File: config.mk
export PLATFORM = sky130hd
export DESIGN_NAME = tsirq_top
export DESIGN_NICKNAME = d
export VERILOG_FILES = /design/src/tsirq_pkg.sv /design/src/tsirq_top.sv
export VERILOG_INCLUDE_DIRS = /design/src
export SDC_FILE = /design/constraint.sdc
export NUM_CORES = 1
export LEC_CHECK = 0
export ABC_CLOCK_PERIOD_IN_PS = 1750
export BUFFER_PORTS_ARGS = -buffer_cell sky130_fd_sc_hd__buf_4
export CAP_MARGIN = 20
export CELL_PAD_IN_SITES_DETAIL_PLACEMENT = 0
export CELL_PAD_IN_SITES_GLOBAL_PLACEMENT = 1
export CORE_MARGIN = 2
export CORE_UTILIZATION = 37
export CTS_CLUSTER_DIAMETER = 80
export DETAILED_ROUTE_END_ITERATION = 12
export PLACE_DENSITY = 0.8
export SLEW_MARGIN = 20
export SYNTH_ARGS = -nofsm -noshare
export SYNTH_HDL_FRONTEND = slang
export SYNTH_SLANG_ARGS = --single-unit
File: constraint.sdc
create_clock -name i_clk -period 1.75 [get_ports i_clk]
set_input_delay 0.2625 -clock i_clk [delete_from_list [all_inputs] [get_ports i_clk]]
set_output_delay 0.2625 -clock i_clk [all_outputs]
set_load 0.1 [all_outputs]
File: src/tsirq_defs.svh
`ifndef TSIRQ_DEFS_SVH
`define TSIRQ_DEFS_SVH

// ****************************************
// register offsets
// ****************************************
`define TSIRQ_ADDR_W 10
`define TSIRQ_DATA_W 16
`define TSIRQ_STAGES 12
`define TSIRQ_OFF_LOW_EN 10'h005
`define TSIRQ_OFF_HIGH_EN 10'h006
`define TSIRQ_OFF_DONE_EN 10'h007
`define TSIRQ_OFF_LOW_ST 10'h008
`define TSIRQ_OFF_HIGH_ST 10'h009
`define TSIRQ_OFF_DONE_ST 10'h00A

// ****************************************
// field positions
// ****************************************
`define TSIRQ_STAGE_HI 11
`define TSIRQ_PIN_EN_BIT 12
`define TSIRQ_PIN_ST_BIT 12
`define TSIRQ_SETUP_HI 13
`define TSIRQ_SETUP_LO 12
`define TSIRQ_TRIG_HI 15
`define TSIRQ_TRIG_LO 14

// ****************************************
// reset values
// ****************************************
`define TSIRQ_RST_WORD 16'h0000
`define TSIRQ_RST_STAGE 12'h000

`endif

File: src/tsirq_pkg.sv
`include "tsirq_defs.svh"

package tsirq_pkg;

	// ****************************************
	// pin setup and trigger encodings
	// ****************************************
	typedef enum logic [1:0] {
		TSIRQ_PIN_OFF = 2'h0,
		TSIRQ_PIN_IN = 2'h1,
		TSIRQ_PIN_LOW = 2'h2,
		TSIRQ_PIN_HIGH = 2'h3
	} tsirq_setup_t;

	typedef enum logic [1:0] {
		TSIRQ_TRIG_NEG_LVL = 2'h0,
		TSIRQ_TRIG_POS_EDGE = 2'h1,
		TSIRQ_TRIG_NEG_EDGE = 2'h2,
		TSIRQ_TRIG_POS_LVL = 2'h3
	} tsirq_trig_t;

	// ****************************************
	// register access from the serial front end
	// ****************************************
	typedef struct packed {
		logic [`TSIRQ_ADDR_W-1:0] addr;
		logic wr;
		logic rd;
		logic [`TSIRQ_DATA_W-1:0] wdata;
	} tsirq_req_t;

	// ****************************************
	// per-stage events from the sequencer
	// ****************************************
	typedef struct packed {
		logic [`TSIRQ_STAGES-1:0] done;
		logic [`TSIRQ_STAGES-1:0] low_act;
		logic [`TSIRQ_STAGES-1:0] high_act;
	} tsirq_evt_t;

endpackage

File: src/tsirq_top.sv
`include "tsirq_defs.svh"

// How it works
// - three sources, done, touch and pin, merge onto one interrupt line
// - interrupt line is open drain: only pulls low, else released
// - read address setup clears status and releases the line at once
// - enabled stage completing drives the line low
// - done-enable register holds one enable bit per stage
// - done status sets on fire; read clears only if cause gone
// - touch mode interrupts on touch and again on release
// - low and high touch enables sit in two registers
// - low and high touch status readable, one bit per stage
// - touch interrupt holds the line until touch status is read
// - any change in enabled touch bits raises a touch interrupt
// - touch status read gives current activation, not history
// - pin interrupts only while its setup field selects input
// - one pin interrupt enable bit lives in done-enable register
// - pin status bit in done-status register reads 1 once triggered
// - read clears pin status only when its cause has gone
// - trigger 00: low level holds line low and status set
// - trigger 01: rising edge sets status and holds line low until read
// - trigger 10: falling edge sets status and holds line low until read
// - trigger 11: high level holds line low and status set
// - pin setup field: 00 off, 01 input, 10 low, 11 high
module tsirq_top (
	input wire logic i_clk,
	input wire logic i_srst,
	input wire tsirq_pkg::tsirq_req_t i_req,
	output logic [`TSIRQ_DATA_W-1:0] o_rd_data,
	input wire tsirq_pkg::tsirq_evt_t i_evt,
	input wire logic i_pin_i,
	output logic o_pin_o,
	output logic o_pin_oe,
	output logic o_int_n_o,
	output logic o_int_n_oe
);
	import tsirq_pkg::*;

	function automatic logic hit(input tsirq_req_t r, input logic [`TSIRQ_ADDR_W-1:0] off);
		hit = (r.addr == off);
	endfunction

	// ****************************************
	// enable registers
	// ****************************************
	logic [`TSIRQ_DATA_W-1:0] low_en_reg;
	logic [`TSIRQ_DATA_W-1:0] high_en_reg;
	logic [`TSIRQ_DATA_W-1:0] done_en_reg;

	// ****************************************
	// register write strobes
	// ****************************************
	logic wr_low_en;
	logic wr_high_en;
	logic wr_done_en;
	assign wr_low_en = i_req.wr & hit(i_req, `TSIRQ_OFF_LOW_EN);
	assign wr_high_en = i_req.wr & hit(i_req, `TSIRQ_OFF_HIGH_EN);
	assign wr_done_en = i_req.wr & hit(i_req, `TSIRQ_OFF_DONE_EN);

	// ****************************************
	// low limit enable, pin setup and trigger
	// ****************************************
	always_ff @(posedge i_clk) begin
		if (i_srst) begin
			low_en_reg <= `TSIRQ_RST_WORD;
		end else if (wr_low_en) begin
			low_en_reg <= i_req.wdata;
		end
	end

	// ****************************************
	// high limit enable
	// ****************************************
	always_ff @(posedge i_clk) begin
		if (i_srst) begin
			high_en_reg <= `TSIRQ_RST_WORD;
		end else if (wr_high_en) begin
			high_en_reg <= i_req.wdata;
		end
	end

	// ****************************************
	// stage done and pin enable
	// ****************************************
	always_ff @(posedge i_clk) begin
		if (i_srst) begin
			done_en_reg <= `TSIRQ_RST_WORD;
		end else if (wr_done_en) begin
			done_en_reg <= i_req.wdata;
		end
	end

	// ****************************************
	// enable field decode
	// ****************************************
	tsirq_setup_t setup;
	tsirq_trig_t trig;
	logic [`TSIRQ_STAGES-1:0] done_en;
	logic pin_en;
	assign setup = tsirq_setup_t'(low_en_reg[`TSIRQ_SETUP_HI:`TSIRQ_SETUP_LO]);
	assign trig = tsirq_trig_t'(low_en_reg[`TSIRQ_TRIG_HI:`TSIRQ_TRIG_LO]);
	assign done_en = done_en_reg[`TSIRQ_STAGE_HI:0];
	assign pin_en = done_en_reg[`TSIRQ_PIN_EN_BIT];

	// ****************************************
	// pin synchroniser and trigger detect
	// ****************************************
	logic pin_meta_reg;
	logic pin_sync_reg;
	logic pin_prev_reg;

	// ****************************************
	// pin first stage
	// ****************************************
	always_ff @(posedge i_clk) begin
		if (i_srst) begin
			pin_meta_reg <= 1'b0;
		end else begin
			pin_meta_reg <= i_pin_i;
		end
	end

	// ****************************************
	// pin second stage
	// ****************************************
	always_ff @(posedge i_clk) begin
		if (i_srst) begin
			pin_sync_reg <= 1'b0;
		end else begin
			pin_sync_reg <= pin_meta_reg;
		end
	end

	// ****************************************
	// pin edge history
	// ****************************************
	always_ff @(posedge i_clk) begin
		if (i_srst) begin
			pin_prev_reg <= 1'b0;
		end else begin
			pin_prev_reg <= pin_sync_reg;
		end
	end

	logic pin_cond;
	always_comb begin
		case (trig)
			TSIRQ_TRIG_NEG_LVL: pin_cond = ~pin_sync_reg;
			TSIRQ_TRIG_POS_EDGE: pin_cond = pin_sync_reg & ~pin_prev_reg;
			TSIRQ_TRIG_NEG_EDGE: pin_cond = ~pin_sync_reg & pin_prev_reg;
			TSIRQ_TRIG_POS_LVL: pin_cond = pin_sync_reg;
			default: pin_cond = 1'b0;
		endcase
	end

	// ****************************************
	// pin trigger qualify
	// ****************************************
	logic pin_is_input;
	logic pin_fire;
	assign pin_is_input = (setup == TSIRQ_PIN_IN);
	assign pin_fire = pin_cond & pin_en & pin_is_input;

	// ****************************************
	// pin output drive
	// ****************************************
	always_ff @(posedge i_clk) begin
		if (i_srst) begin
			o_pin_o <= 1'b0;
		end else begin
			o_pin_o <= (setup == TSIRQ_PIN_HIGH);
		end
	end

	// ****************************************
	// pin output enable
	// ****************************************
	always_ff @(posedge i_clk) begin
		if (i_srst) begin
			o_pin_oe <= 1'b0;
		end else begin
			o_pin_oe <= (setup == TSIRQ_PIN_LOW) | (setup == TSIRQ_PIN_HIGH);
		end
	end

	// ****************************************
	// clearing reads
	// ****************************************
	logic rd_low_st;
	logic rd_high_st;
	logic rd_done;
	logic rd_touch;
	assign rd_low_st = i_req.rd & hit(i_req, `TSIRQ_OFF_LOW_ST);
	assign rd_high_st = i_req.rd & hit(i_req, `TSIRQ_OFF_HIGH_ST);
	assign rd_done = i_req.rd & hit(i_req, `TSIRQ_OFF_DONE_ST);
	assign rd_touch = rd_low_st | rd_high_st;

	// ****************************************
	// done and pin status
	// ****************************************
	logic [`TSIRQ_STAGES-1:0] done_st_reg;
	logic [`TSIRQ_STAGES-1:0] done_fire;
	logic pin_st_reg;

	// ****************************************
	// stage done qualify
	// ****************************************
	assign done_fire = i_evt.done & done_en;

	always_ff @(posedge i_clk) begin
		if (i_srst) begin
			done_st_reg <= `TSIRQ_RST_STAGE;
		end else if (rd_done) begin
			done_st_reg <= done_fire;
		end else begin
			done_st_reg <= done_st_reg | done_fire;
		end
	end

	// ****************************************
	// pin status
	// ****************************************
	always_ff @(posedge i_clk) begin
		if (i_srst) begin
			pin_st_reg <= 1'b0;
		end else if (rd_done) begin
			pin_st_reg <= pin_fire;
		end else begin
			pin_st_reg <= pin_st_reg | pin_fire;
		end
	end

	// ****************************************
	// touch change detect
	// ****************************************
	logic [`TSIRQ_STAGES-1:0] low_seen_reg;
	logic [`TSIRQ_STAGES-1:0] high_seen_reg;
	logic [`TSIRQ_STAGES-1:0] low_now;
	logic [`TSIRQ_STAGES-1:0] high_now;
	logic touch_change;
	logic touch_pend_reg;

	// ****************************************
	// enabled touch levels
	// ****************************************
	assign low_now = i_evt.low_act & low_en_reg[`TSIRQ_STAGE_HI:0];
	assign high_now = i_evt.high_act & high_en_reg[`TSIRQ_STAGE_HI:0];
	assign touch_change = (low_now != low_seen_reg) | (high_now != high_seen_reg);

	always_ff @(posedge i_clk) begin
		if (i_srst) begin
			low_seen_reg <= `TSIRQ_RST_STAGE;
		end else begin
			low_seen_reg <= low_now;
		end
	end

	// ****************************************
	// high limit history
	// ****************************************
	always_ff @(posedge i_clk) begin
		if (i_srst) begin
			high_seen_reg <= `TSIRQ_RST_STAGE;
		end else begin
			high_seen_reg <= high_now;
		end
	end

	// ****************************************
	// touch pending
	// ****************************************
	always_ff @(posedge i_clk) begin
		if (i_srst) begin
			touch_pend_reg <= 1'b0;
		end else if (touch_change) begin
			touch_pend_reg <= 1'b1;
		end else if (rd_touch) begin
			touch_pend_reg <= 1'b0;
		end
	end

	// ****************************************
	// interrupt line
	// ****************************************
	logic done_pend;
	logic pin_pend;
	logic touch_pend;
	logic pend;
	assign done_pend = |((done_st_reg | done_fire) & done_en);
	assign pin_pend = (pin_st_reg | pin_fire) & pin_en;
	assign touch_pend = touch_pend_reg | touch_change;
	assign pend = done_pend | pin_pend | touch_pend;

	// ****************************************
	// interrupt line drive
	// ****************************************
	assign o_int_n_o = 1'b0;
	always_ff @(posedge i_clk) begin
		if (i_srst) begin
			o_int_n_oe <= 1'b0;
		end else begin
			o_int_n_oe <= pend & ~(rd_done | rd_touch);
		end
	end

	// ****************************************
	// read data
	// ****************************************
	logic [`TSIRQ_DATA_W-1:0] low_st_word;
	logic [`TSIRQ_DATA_W-1:0] high_st_word;
	logic [`TSIRQ_DATA_W-1:0] done_st_word;
	logic [`TSIRQ_DATA_W-1:0] rd_data_next;
	assign low_st_word = {4'h0, i_evt.low_act};
	assign high_st_word = {4'h0, i_evt.high_act};
	assign done_st_word = {3'h0, pin_st_reg, done_st_reg};

	// ****************************************
	// read data select
	// ****************************************
	always_comb begin
		rd_data_next = `TSIRQ_RST_WORD;
		case (i_req.addr)
			`TSIRQ_OFF_LOW_EN: rd_data_next = low_en_reg;
			`TSIRQ_OFF_HIGH_EN: rd_data_next = high_en_reg;
			`TSIRQ_OFF_DONE_EN: rd_data_next = done_en_reg;
			`TSIRQ_OFF_LOW_ST: rd_data_next = low_st_word;
			`TSIRQ_OFF_HIGH_ST: rd_data_next = high_st_word;
			`TSIRQ_OFF_DONE_ST: rd_data_next = done_st_word;
			default: rd_data_next = `TSIRQ_RST_WORD;
		endcase
	end

	// ****************************************
	// read data register
	// ****************************************
	always_ff @(posedge i_clk) begin
		if (i_srst) begin
			o_rd_data <= `TSIRQ_RST_WORD;
		end else if (i_req.rd) begin
			o_rd_data <= rd_data_next;
		end
	end

endmodule // tsirq_top

; After elaboration in Yosys (flattened, before gate mapping)
; Index checks and enable logic that the tools add are counted.
[classes]
eq_ne = 14
n_mux = 6
n_bitwise = 28
n_reduce_logical = 3
[ops]
columns = op, n
row1 = one-hot mux 16 bit (6 select lines), 1
row2 = AND 12 bit, 4
row3 = "== test 10 x 3 -> 1 bit, second input constant", 3
row4 = "== test 10 x 4 -> 1 bit, second input constant", 3
row5 = inequality test 12 bit, 2
row6 = AND 1 bit, 12
row7 = two-way mux 12 bit, 1
row8 = bitwise OR 12 bit, 1
row9 = OR reduction 12 bit, 1
row10 = "== test 2 bit, second input constant", 4
row11 = bitwise OR 1 bit, 8
row12 = "== test 2 x 1 -> 1 bit, second input constant", 2
row13 = one-hot mux 1 bit (4 select lines), 1
row14 = two-way mux 1 bit, 3
row15 = inverter 1 bit, 3
row16 = zero test 2 bit, 1
row17 = nonzero test 2 bit, 1
[totals]
regBits = 108
out_inout_bits = 20
elab_cells = 66

; Logic depth before layout (Yosys ltp)
; Gate-level depths: netlist (run 1).
[logic_depth]
ltp_word = 10
mapped_depth = 7

; Worst setup path after synthesis (run 1)
; OpenSTA, ideal clock, no wires.
[synth_timing]
path_kind = input -> register
startpoint = input i_req[23] (netlist name)
endpoint = register low_en_reg[10]
setup_ps = 138
arrival_ps = 1720
t_required_ps = 1612
slack_ps = -107
cell_stages = 6
path_buffers = 1
path_cell_list = or4_4 -> nor4_4 -> nand3_1 -> buf_2 -> nand2_1 -> a21oi_2
[synth_via]
elab_chain_cells = 2
[synth_rtl]
columns = element, line_no
row1 = from (decl), tsirq_top.sv:28  ; input wire tsirq_pkg::tsirq_req_t i_req,
row2 = == test 10 x 3 -> 1 bit, tsirq_top.sv:40  ; hit = (r.addr == off);
row3 = AND 1 bit, tsirq_top.sv:56  ; assign wr_low_en = i_req.wr & hit(i_req, `TSIRQ_OFF_LOW_EN);
row4 = to (signal assigned), tsirq_top.sv:65  ; low_en_reg <= `TSIRQ_RST_WORD;
row5 = to (signal assigned), tsirq_top.sv:67  ; low_en_reg <= i_req.wdata;
row6 = to (decl), tsirq_top.sv:46  ; logic [`TSIRQ_DATA_W-1:0] low_en_reg;
; Every way passes these cells.
; A chain may end at the register's enable or synchronous reset.

; Final worst setup path (run 1)
[layout_timing]
startpoint = register low_seen_reg[8]
endpoint = register o_int_n_oe
[layout_via]
elab_chain_cells = 5
[layout_rtl]
columns = element, line_no
row1 = from (decl), tsirq_top.sv:236  ; logic [`TSIRQ_STAGES-1:0] low_seen_reg;
row2 = from (signal assigned), tsirq_top.sv:252  ; low_seen_reg <= `TSIRQ_RST_STAGE;
row3 = from (signal assigned), tsirq_top.sv:254  ; low_seen_reg <= low_now;
row4 = inequality test 12 bit, tsirq_top.sv:248  ; assign touch_change = (low_now != low_seen_reg) | (high_now != high_seen_reg);
row5 = bitwise OR 1 bit, tsirq_top.sv:248
row6 = bitwise OR 1 bit, tsirq_top.sv:291  ; assign touch_pend = touch_pend_reg | touch_change;
row7 = bitwise OR 1 bit, tsirq_top.sv:292  ; assign pend = done_pend | pin_pend | touch_pend;
row8 = AND 1 bit, tsirq_top.sv:302  ; o_int_n_oe <= pend & ~(rd_done | rd_touch);
row9 = to (signal assigned), tsirq_top.sv:302
row10 = to (decl), tsirq_top.sv:35  ; output logic o_int_n_oe
; Every way passes these cells.

==> flow_metrics.env, run 1 <==
export IMPL_outcome="finished, violations left"
export IMPL_violations="setup timing"
export IMPL_grt_setup_unrepaired="yes"
export IMPL_clk_latency_ns=0.35
export IMPL_place_congestion=0.873
export IMPL_synthesis_area_sq_um=4930
export IMPL_yosysMostFrequentCell="nand2_1"
export IMPL_period_needed_ns=1.75
export IMPL_synthTopCellsByArea="dfxtp_1 44%, nand2_1 12%, a21oi_2 5.5%"
export IMPL_clock_root_buffer="clkbuf_16"
export IMPL_cts_max_level=3
export IMPL_netSwitchingFraction_pct=23.8
export IMPL_via_per_inst=5.30
export IMPL_placed_cells=860
export IMPL_cp_end_kind="register"
export IMPL_avgSynthCellArea_sq_um=8.46
export IMPL_firstDrtPassIters=5
export IMPL_ios=87
export IMPL_post_route_period_util_pct=100
export IMPL_cts_sinks=108
export IMPL_start_util_pct=37.5
export IMPL_cp_arrival_ns=1.97
export IMPL_cap_violations=0
export IMPL_worstSetupStartpointType="register"
export IMPL_drtIter0Drc=295
export IMPL_dpl_hpwl_um=11100
export IMPL_async_reset_ff_share_pct=0
export IMPL_grt_max_degree=59
export IMPL_die_area_sq_um=14300
export IMPL_synthFlopType="dfxtp_1"
export IMPL_core_sq_um=13100
export IMPL_drtAntennaViolNets=0
export IMPL_power_leakage_nw=2.48
export IMPL_n_antenna_cell=0
export IMPL_cts_tree="yes"
export IMPL_vias=4650
export IMPL_drc=0
export IMPL_syn2layout_area_growth_pct=30.9
export IMPL_cts_buffers=9
export IMPL_portBuffers=85
export IMPL_p_sw_w=0.00124
export IMPL_grt_usage_pct=21.1
export IMPL_slew_headroom_pct=56.6
export IMPL_cp_max_fo=2
export IMPL_finish_utilization_pct=49.1
export IMPL_nets=764
export IMPL_p_clk_share_pct=42.3
export IMPL_synth_top_area_share_pct=43.8
export IMPL_ys_warnings_count=0
export IMPL_num_rows=42
export IMPL_syn_nets=650
export IMPL_nFillCells=1278
export IMPL_wirelength_um=15000
export IMPL_synth_edf_count=0
export IMPL_drive_gt1_share_pct=32.8
export IMPL_peakVddDrop_mv=0.406
export IMPL_power_w=0.00521
export IMPL_internal_power_w=0.00397
export IMPL_grt_ovfl_total=0
export IMPL_powerDensity_nw_per_um2=807
export IMPL_ff_latch_area_sq_um=2180
export IMPL_required_ns=1.97
export IMPL_setup_tns_ns=-0.00159
export IMPL_synth_seq_cells=108
export IMPL_fin_cells=878
export IMPL_clkTransAtPathRegs_ns=0.07
export IMPL_wl_per_cell_um=17.1
export IMPL_fp_dieW_um=119
export IMPL_grt_pass1_vias=4610
export IMPL_synth_top_area_cell="dfxtp_1"
export IMPL_final_setup_viol_count=1
export IMPL_cts_hold_buf=0
export IMPL_finalClockSkew_ns=0.00875
export IMPL_netlist_instances=583
export IMPL_power_frac_seq_pct=47.6
export IMPL_ys_top_cells_by_count="156 x nand2_1, 108 x dfxtp_1, 39 x nor2_1"
export IMPL_worst_slack_ns=-0.00159
export IMPL_max_freq_mhz=571
export IMPL_grt_pass1_wl_um=23300
export IMPL_yosysSeqAreaShare_pct=43.8
export IMPL_worstMarginPinSlew_ns=0.651
export IMPL_ctsLongestPathBuffers=2
export IMPL_multi_input_area_sq_um=2640
export IMPL_pwr_share_comb_pct=10.1
export IMPL_die_y_um=119
export IMPL_finalHoldViolCount=0
export IMPL_path_class="register to register"
export IMPL_drv_slew=0
export IMPL_antenna_found_initial=0
export IMPL_hp_class="input pin to register"
export IMPL_place_ws_ns=-0.244
export IMPL_yosysUniqueCellTypes=42
==> critical path, stage by stage, from the launching register on <==
cell      delay [ns]
dfxtp_1         0.35
and3_4          0.20
o22ai_4         0.07
or4_4           0.53
nor4_4          0.21
buf_4           0.16
a311oi_1        0.08
==> layer usage <==
layer | vias to the layer above | GRT usage [%] | part of all wire [%]
li1 | 2267 | - | -
met1 | 2216 | 25.1 | 43
met2 | 135 | 37.1 | 50
met3 | 32 | 3.07 | 4.4
met4 | 0 | 10.4 | 3.2
met5 | - | 0 | 0
==> worst paths after layout <==
check                                      from      endpoint  slack [ns]  cells past startpoint
worst min-delay path                    i_pin_i  pin_meta_reg        0.13                      2
worst min register to register     pin_meta_reg  pin_sync_reg        0.45                      1
worst max-delay path            low_seen_reg[8]    o_int_n_oe      -0.002                      6
worst max register to register  low_seen_reg[8]    o_int_n_oe      -0.002                      6
==> area by class of cell <==
type,instances,area share [%]
multi-input cells,440,40.9
clock buffers,12,3.82
repair buffers,138,17.0
well taps,176,3.41
clock inverters,4,1.12
flip-flops and latches,108,33.8
==> metrics by stage <==
step	hold WS, ns	area, sq um
3_5_place_dp	0.446	6050
4_1_cts	0.121	6410
6_report	0.126	6460
5_1_grt	0.144	6460
3_3_place_gp	0.416	6050
2_1_floorplan	0.384	4940
==> power by group through the flow <==
| stage | sequential [W] | clock [W] | combinational, W |
|---|---|---|---|
| floorplan | 0.00263 | 0 | 0.000168 |
| detailed placement | 0.00254 | 0 | 0.000525 |
| finish | 0.00248 | 0.00220 | 0.000528 |
| CTS | 0.00248 | 0.00224 | 0.000527 |
| global route | 0.00248 | 0.00232 | 0.000557 |
| global placement | 0.00254 | 0 | 0.000520 |
==> layout by cell type (no fill, tap or decap), drive strengths merged, types with 2 or more instances in the layout <==
cell type	instances
nand2	156
buf	138
dfxtp	108
a21oi	67
nor2	39
mux2	22
and3	20
o21ai	17
o2bb2ai	13
o22ai	12
clkbuf	12
a311oi	10
a22o	9
a21boi	9
nor2b	8
xor2	8
a22oi	7
nand3	6
mux2i	6
nand4	4
or4	3
nand2b	3
and2	3
a2bb2oi	3
a211oi	3
nor4	3
bufinv	2
nor3	2
==> logic make-up after synthesis <==
kind of cell / synth area share, %
simple gates: 22.8
compound gates: 21.8
flops: 43.8
buf+inv: 3.81
mux: 6.24
xor+xnor: 1.42
other cells: 0.0760
==> what timing repair did <==
action / 4_1_cts / 5_1_grt
resized for setup: 11 / 13
setup endpoints to repair: 2 / 2
pin swaps: 2 / 2
buffers inserted: 2 / 0
endpoints found under the hold margin: 0 / 0
Power figures use the tool's default switching activity.
==> run 2: changes to the inputs <==
BUFFER_PORTS_ARGS = -buffer_cell sky130_fd_sc_hd__buf_2   (was -buffer_cell sky130_fd_sc_hd__buf_4)
CAP_MARGIN = not set   (was 20)
==> run 2 against run 1 <==
  * The run still ends with setup timing left
  * Via count grew 0.56%
  * Final cell count unchanged
  * Sequential cell count stayed put
  * Critical path type unchanged
  * Largest cell class unchanged
  * Highest routed layer unchanged
==> flow_metrics.env, run 2 (same netlist as run 1, synthesis figures left out) <==
export IMPL_outcome="finished, violations left"
export IMPL_violations="setup timing"
export IMPL_powerDensity_nw_per_um2=824
export IMPL_finalClockSkew_ns=0.00631
export IMPL_worst_path_buf_inv=1
export IMPL_vias=4676
export IMPL_hp_class="input pin to register"
export IMPL_cts_tree="yes"
export IMPL_setup_tns_ns=-0.158
export IMPL_via_per_inst=5.33
export IMPL_period_needed_ns=1.85
export IMPL_nets=764
export IMPL_max_stage_delay_ns=0.56
export IMPL_drtAntennaViolNets=0
export IMPL_ios=87
export IMPL_stdcell_area_sq_um=6280
export IMPL_ctsLongestPathBuffers=2
export IMPL_wirelength_met1_um=6400
export IMPL_internal_power_w=0.00392
export IMPL_pwr_share_comb_pct=9.5
export IMPL_r2r_start="low_en_reg[9]"
export IMPL_cp_end_kind="register"
export IMPL_grt_pass1_wl_um=23800
export IMPL_place_congestion=0.837
export IMPL_drv_slew=0
export IMPL_worstMarginPinSlew_ns=0.635
export IMPL_syn2layout_area_growth_pct=27.4
export IMPL_max_freq_mhz=540
export IMPL_grt_max_degree=52
export IMPL_clock_root_buffer="clkbuf_16"
export IMPL_ff2ff_path_depth=6
export IMPL_holdPathStages=2
export IMPL_power_frac_seq_pct=47.9
export IMPL_cts_buffers=9
export IMPL_reg2reg_to="o_int_n_oe"
export IMPL_cp_arrival_ns=2.07
export IMPL_clkTransAtPathRegs_ns=0.07
export IMPL_wl_met2_um=7510
export IMPL_wl_per_cell_um=17.5
export IMPL_holdWs_ns=0.129
export IMPL_p_sw_w=0.00125
export IMPL_path_class="register to register"
export IMPL_worst_slack_ns=-0.102
export IMPL_grt_setup_unrepaired="yes"
export IMPL_drtIter0Drc=333
export IMPL_clk_latency_ns=0.35
export IMPL_required_ns=1.97
export IMPL_cts_sinks=108
export IMPL_cap_violations=0
export IMPL_route_met3_wl_um=817
export IMPL_drc=0
export IMPL_grt_ovfl_total=0
export IMPL_core_sq_um=13100
export IMPL_drive_gt1_share_pct=33.0
export IMPL_n_antenna_cell=0
export IMPL_slew_headroom_pct=57.7
export IMPL_portBuffers=85
export IMPL_die_y_um=119
export IMPL_layout_cells_most_common="nand2_1"
export IMPL_die_area_sq_um=14300
export IMPL_grt_usage_pct=21.5
export IMPL_firstDrtPassIters=4
export IMPL_reg2reg_setup_slack_ns=-0.10
export IMPL_start_util_pct=37.5
export IMPL_cp_cell_sequence="a21oi_2 -> o22ai_2 -> or4_4 -> nor4_4 -> buf_4 -> a311oi_1"
export IMPL_wirelength_um=15300
export IMPL_power_leakage_nw=2.44
export IMPL_grt_pass1_vias=4563
export IMPL_fp_dieW_um=119
export IMPL_final_setup_viol_count=2
export IMPL_post_route_period_util_pct=106
export IMPL_finalHoldViolCount=0
export IMPL_antenna_found_initial=0
export IMPL_p_clk_share_pct=42.6
export IMPL_path_delay_family="simple AND/OR/NAND/NOR gates"
export IMPL_peakVddDrop_mv=0.561
export IMPL_cts_max_level=3
export IMPL_worstSetupStartpointType="register"
export IMPL_num_rows=42
export IMPL_hold_end="pin_meta_reg"
export IMPL_nFillCells=1299
export IMPL_cts_hold_buf=0
export IMPL_netSwitchingFraction_pct=24.2
export IMPL_dpl_hpwl_um=11300
export IMPL_place_ws_ns=-0.288
export IMPL_place_area_sq_um=5850
export IMPL_critPathSlowestCell="or4_4"
export IMPL_topRoutingLayerUsed="met4"
export IMPL_min_from="i_pin_i"
export IMPL_cp_max_fo=3
export IMPL_final_cell_mix="155 x nand2_1, 99 x dfxtp_1, 84 x buf_2, 46 x buf_4, 39 x nor2_1"
run 2: per-stage QoR:
stage,utilization [%],power [W],cells
final,47.8,0.00518,878
after global routing,47.8,0.00533,878
after CTS,47.1,0.00520,876
after detailed placement,44.5,0.00302,860
after global placement,44.5,0.00302,860
after floorplan,-,0.00280,583
run 2: final cells by class:
class	instances	area [sq um]	area share, %
clock inverter	5	75.1	1.20
clock buffer	11	243	3.86
timing repair buffer	138	922	14.7
multi-input combinational	440	2650	42.2
sequential	108	2170	34.6
tap	176	220	3.51
run 2: power groups by stage:
stage	Clock, W	Combinational (W)	Sequential (W)
6_report	0.00220	0.000490	0.00248
5_1_grt	0.00233	0.000518	0.00248
4_1_cts	0.00223	0.000484	0.00248
3_5_place_dp	0	0.000482	0.00254
3_3_place_gp	0	0.000476	0.00254
2_1_floorplan	0	0.000168	0.00263
run 2: per-layer routing:
layer	vias up	global-route usage, %
li1	2270	-
met1	2208	26.3
met2	156	37.0
met3	42	3.98
met4	0	9.04
met5	-	0
run 2: how the worst max path moves through the flow:
stage                    from             end  slack, ns  cells after the start
6_report        low_en_reg[9]      o_int_n_oe      -0.10                      6
3_3_place_gp        i_req[23]    o_rd_data[8]      -0.27                      6
3_5_place_dp        i_req[23]   low_en_reg[0]      -0.29                      7
4_1_cts        high_en_reg[3]      o_int_n_oe      -0.07                      6
2_1_floorplan       i_req[23]  low_en_reg[10]      -0.11                      6
5_1_grt         low_en_reg[9]      o_int_n_oe      -0.16                      6
run 2: worst register-to-register path, cell delays in order, from the launching register on:
cell and delay, ns:
dfxtp_2 0.33, a21oi_2 0.18, o22ai_2 0.11, or4_4 0.56, nor4_4 0.29, buf_4 0.16
a311oi_1 0.09
run 2: repair_timing:
item | CTS | global route
resized for setup | 7 | 17
endpoints found under the setup margin | 2 | 60
cloned | 0 | 1
pin swaps | 1 | 5
buffers inserted | 0 | 1
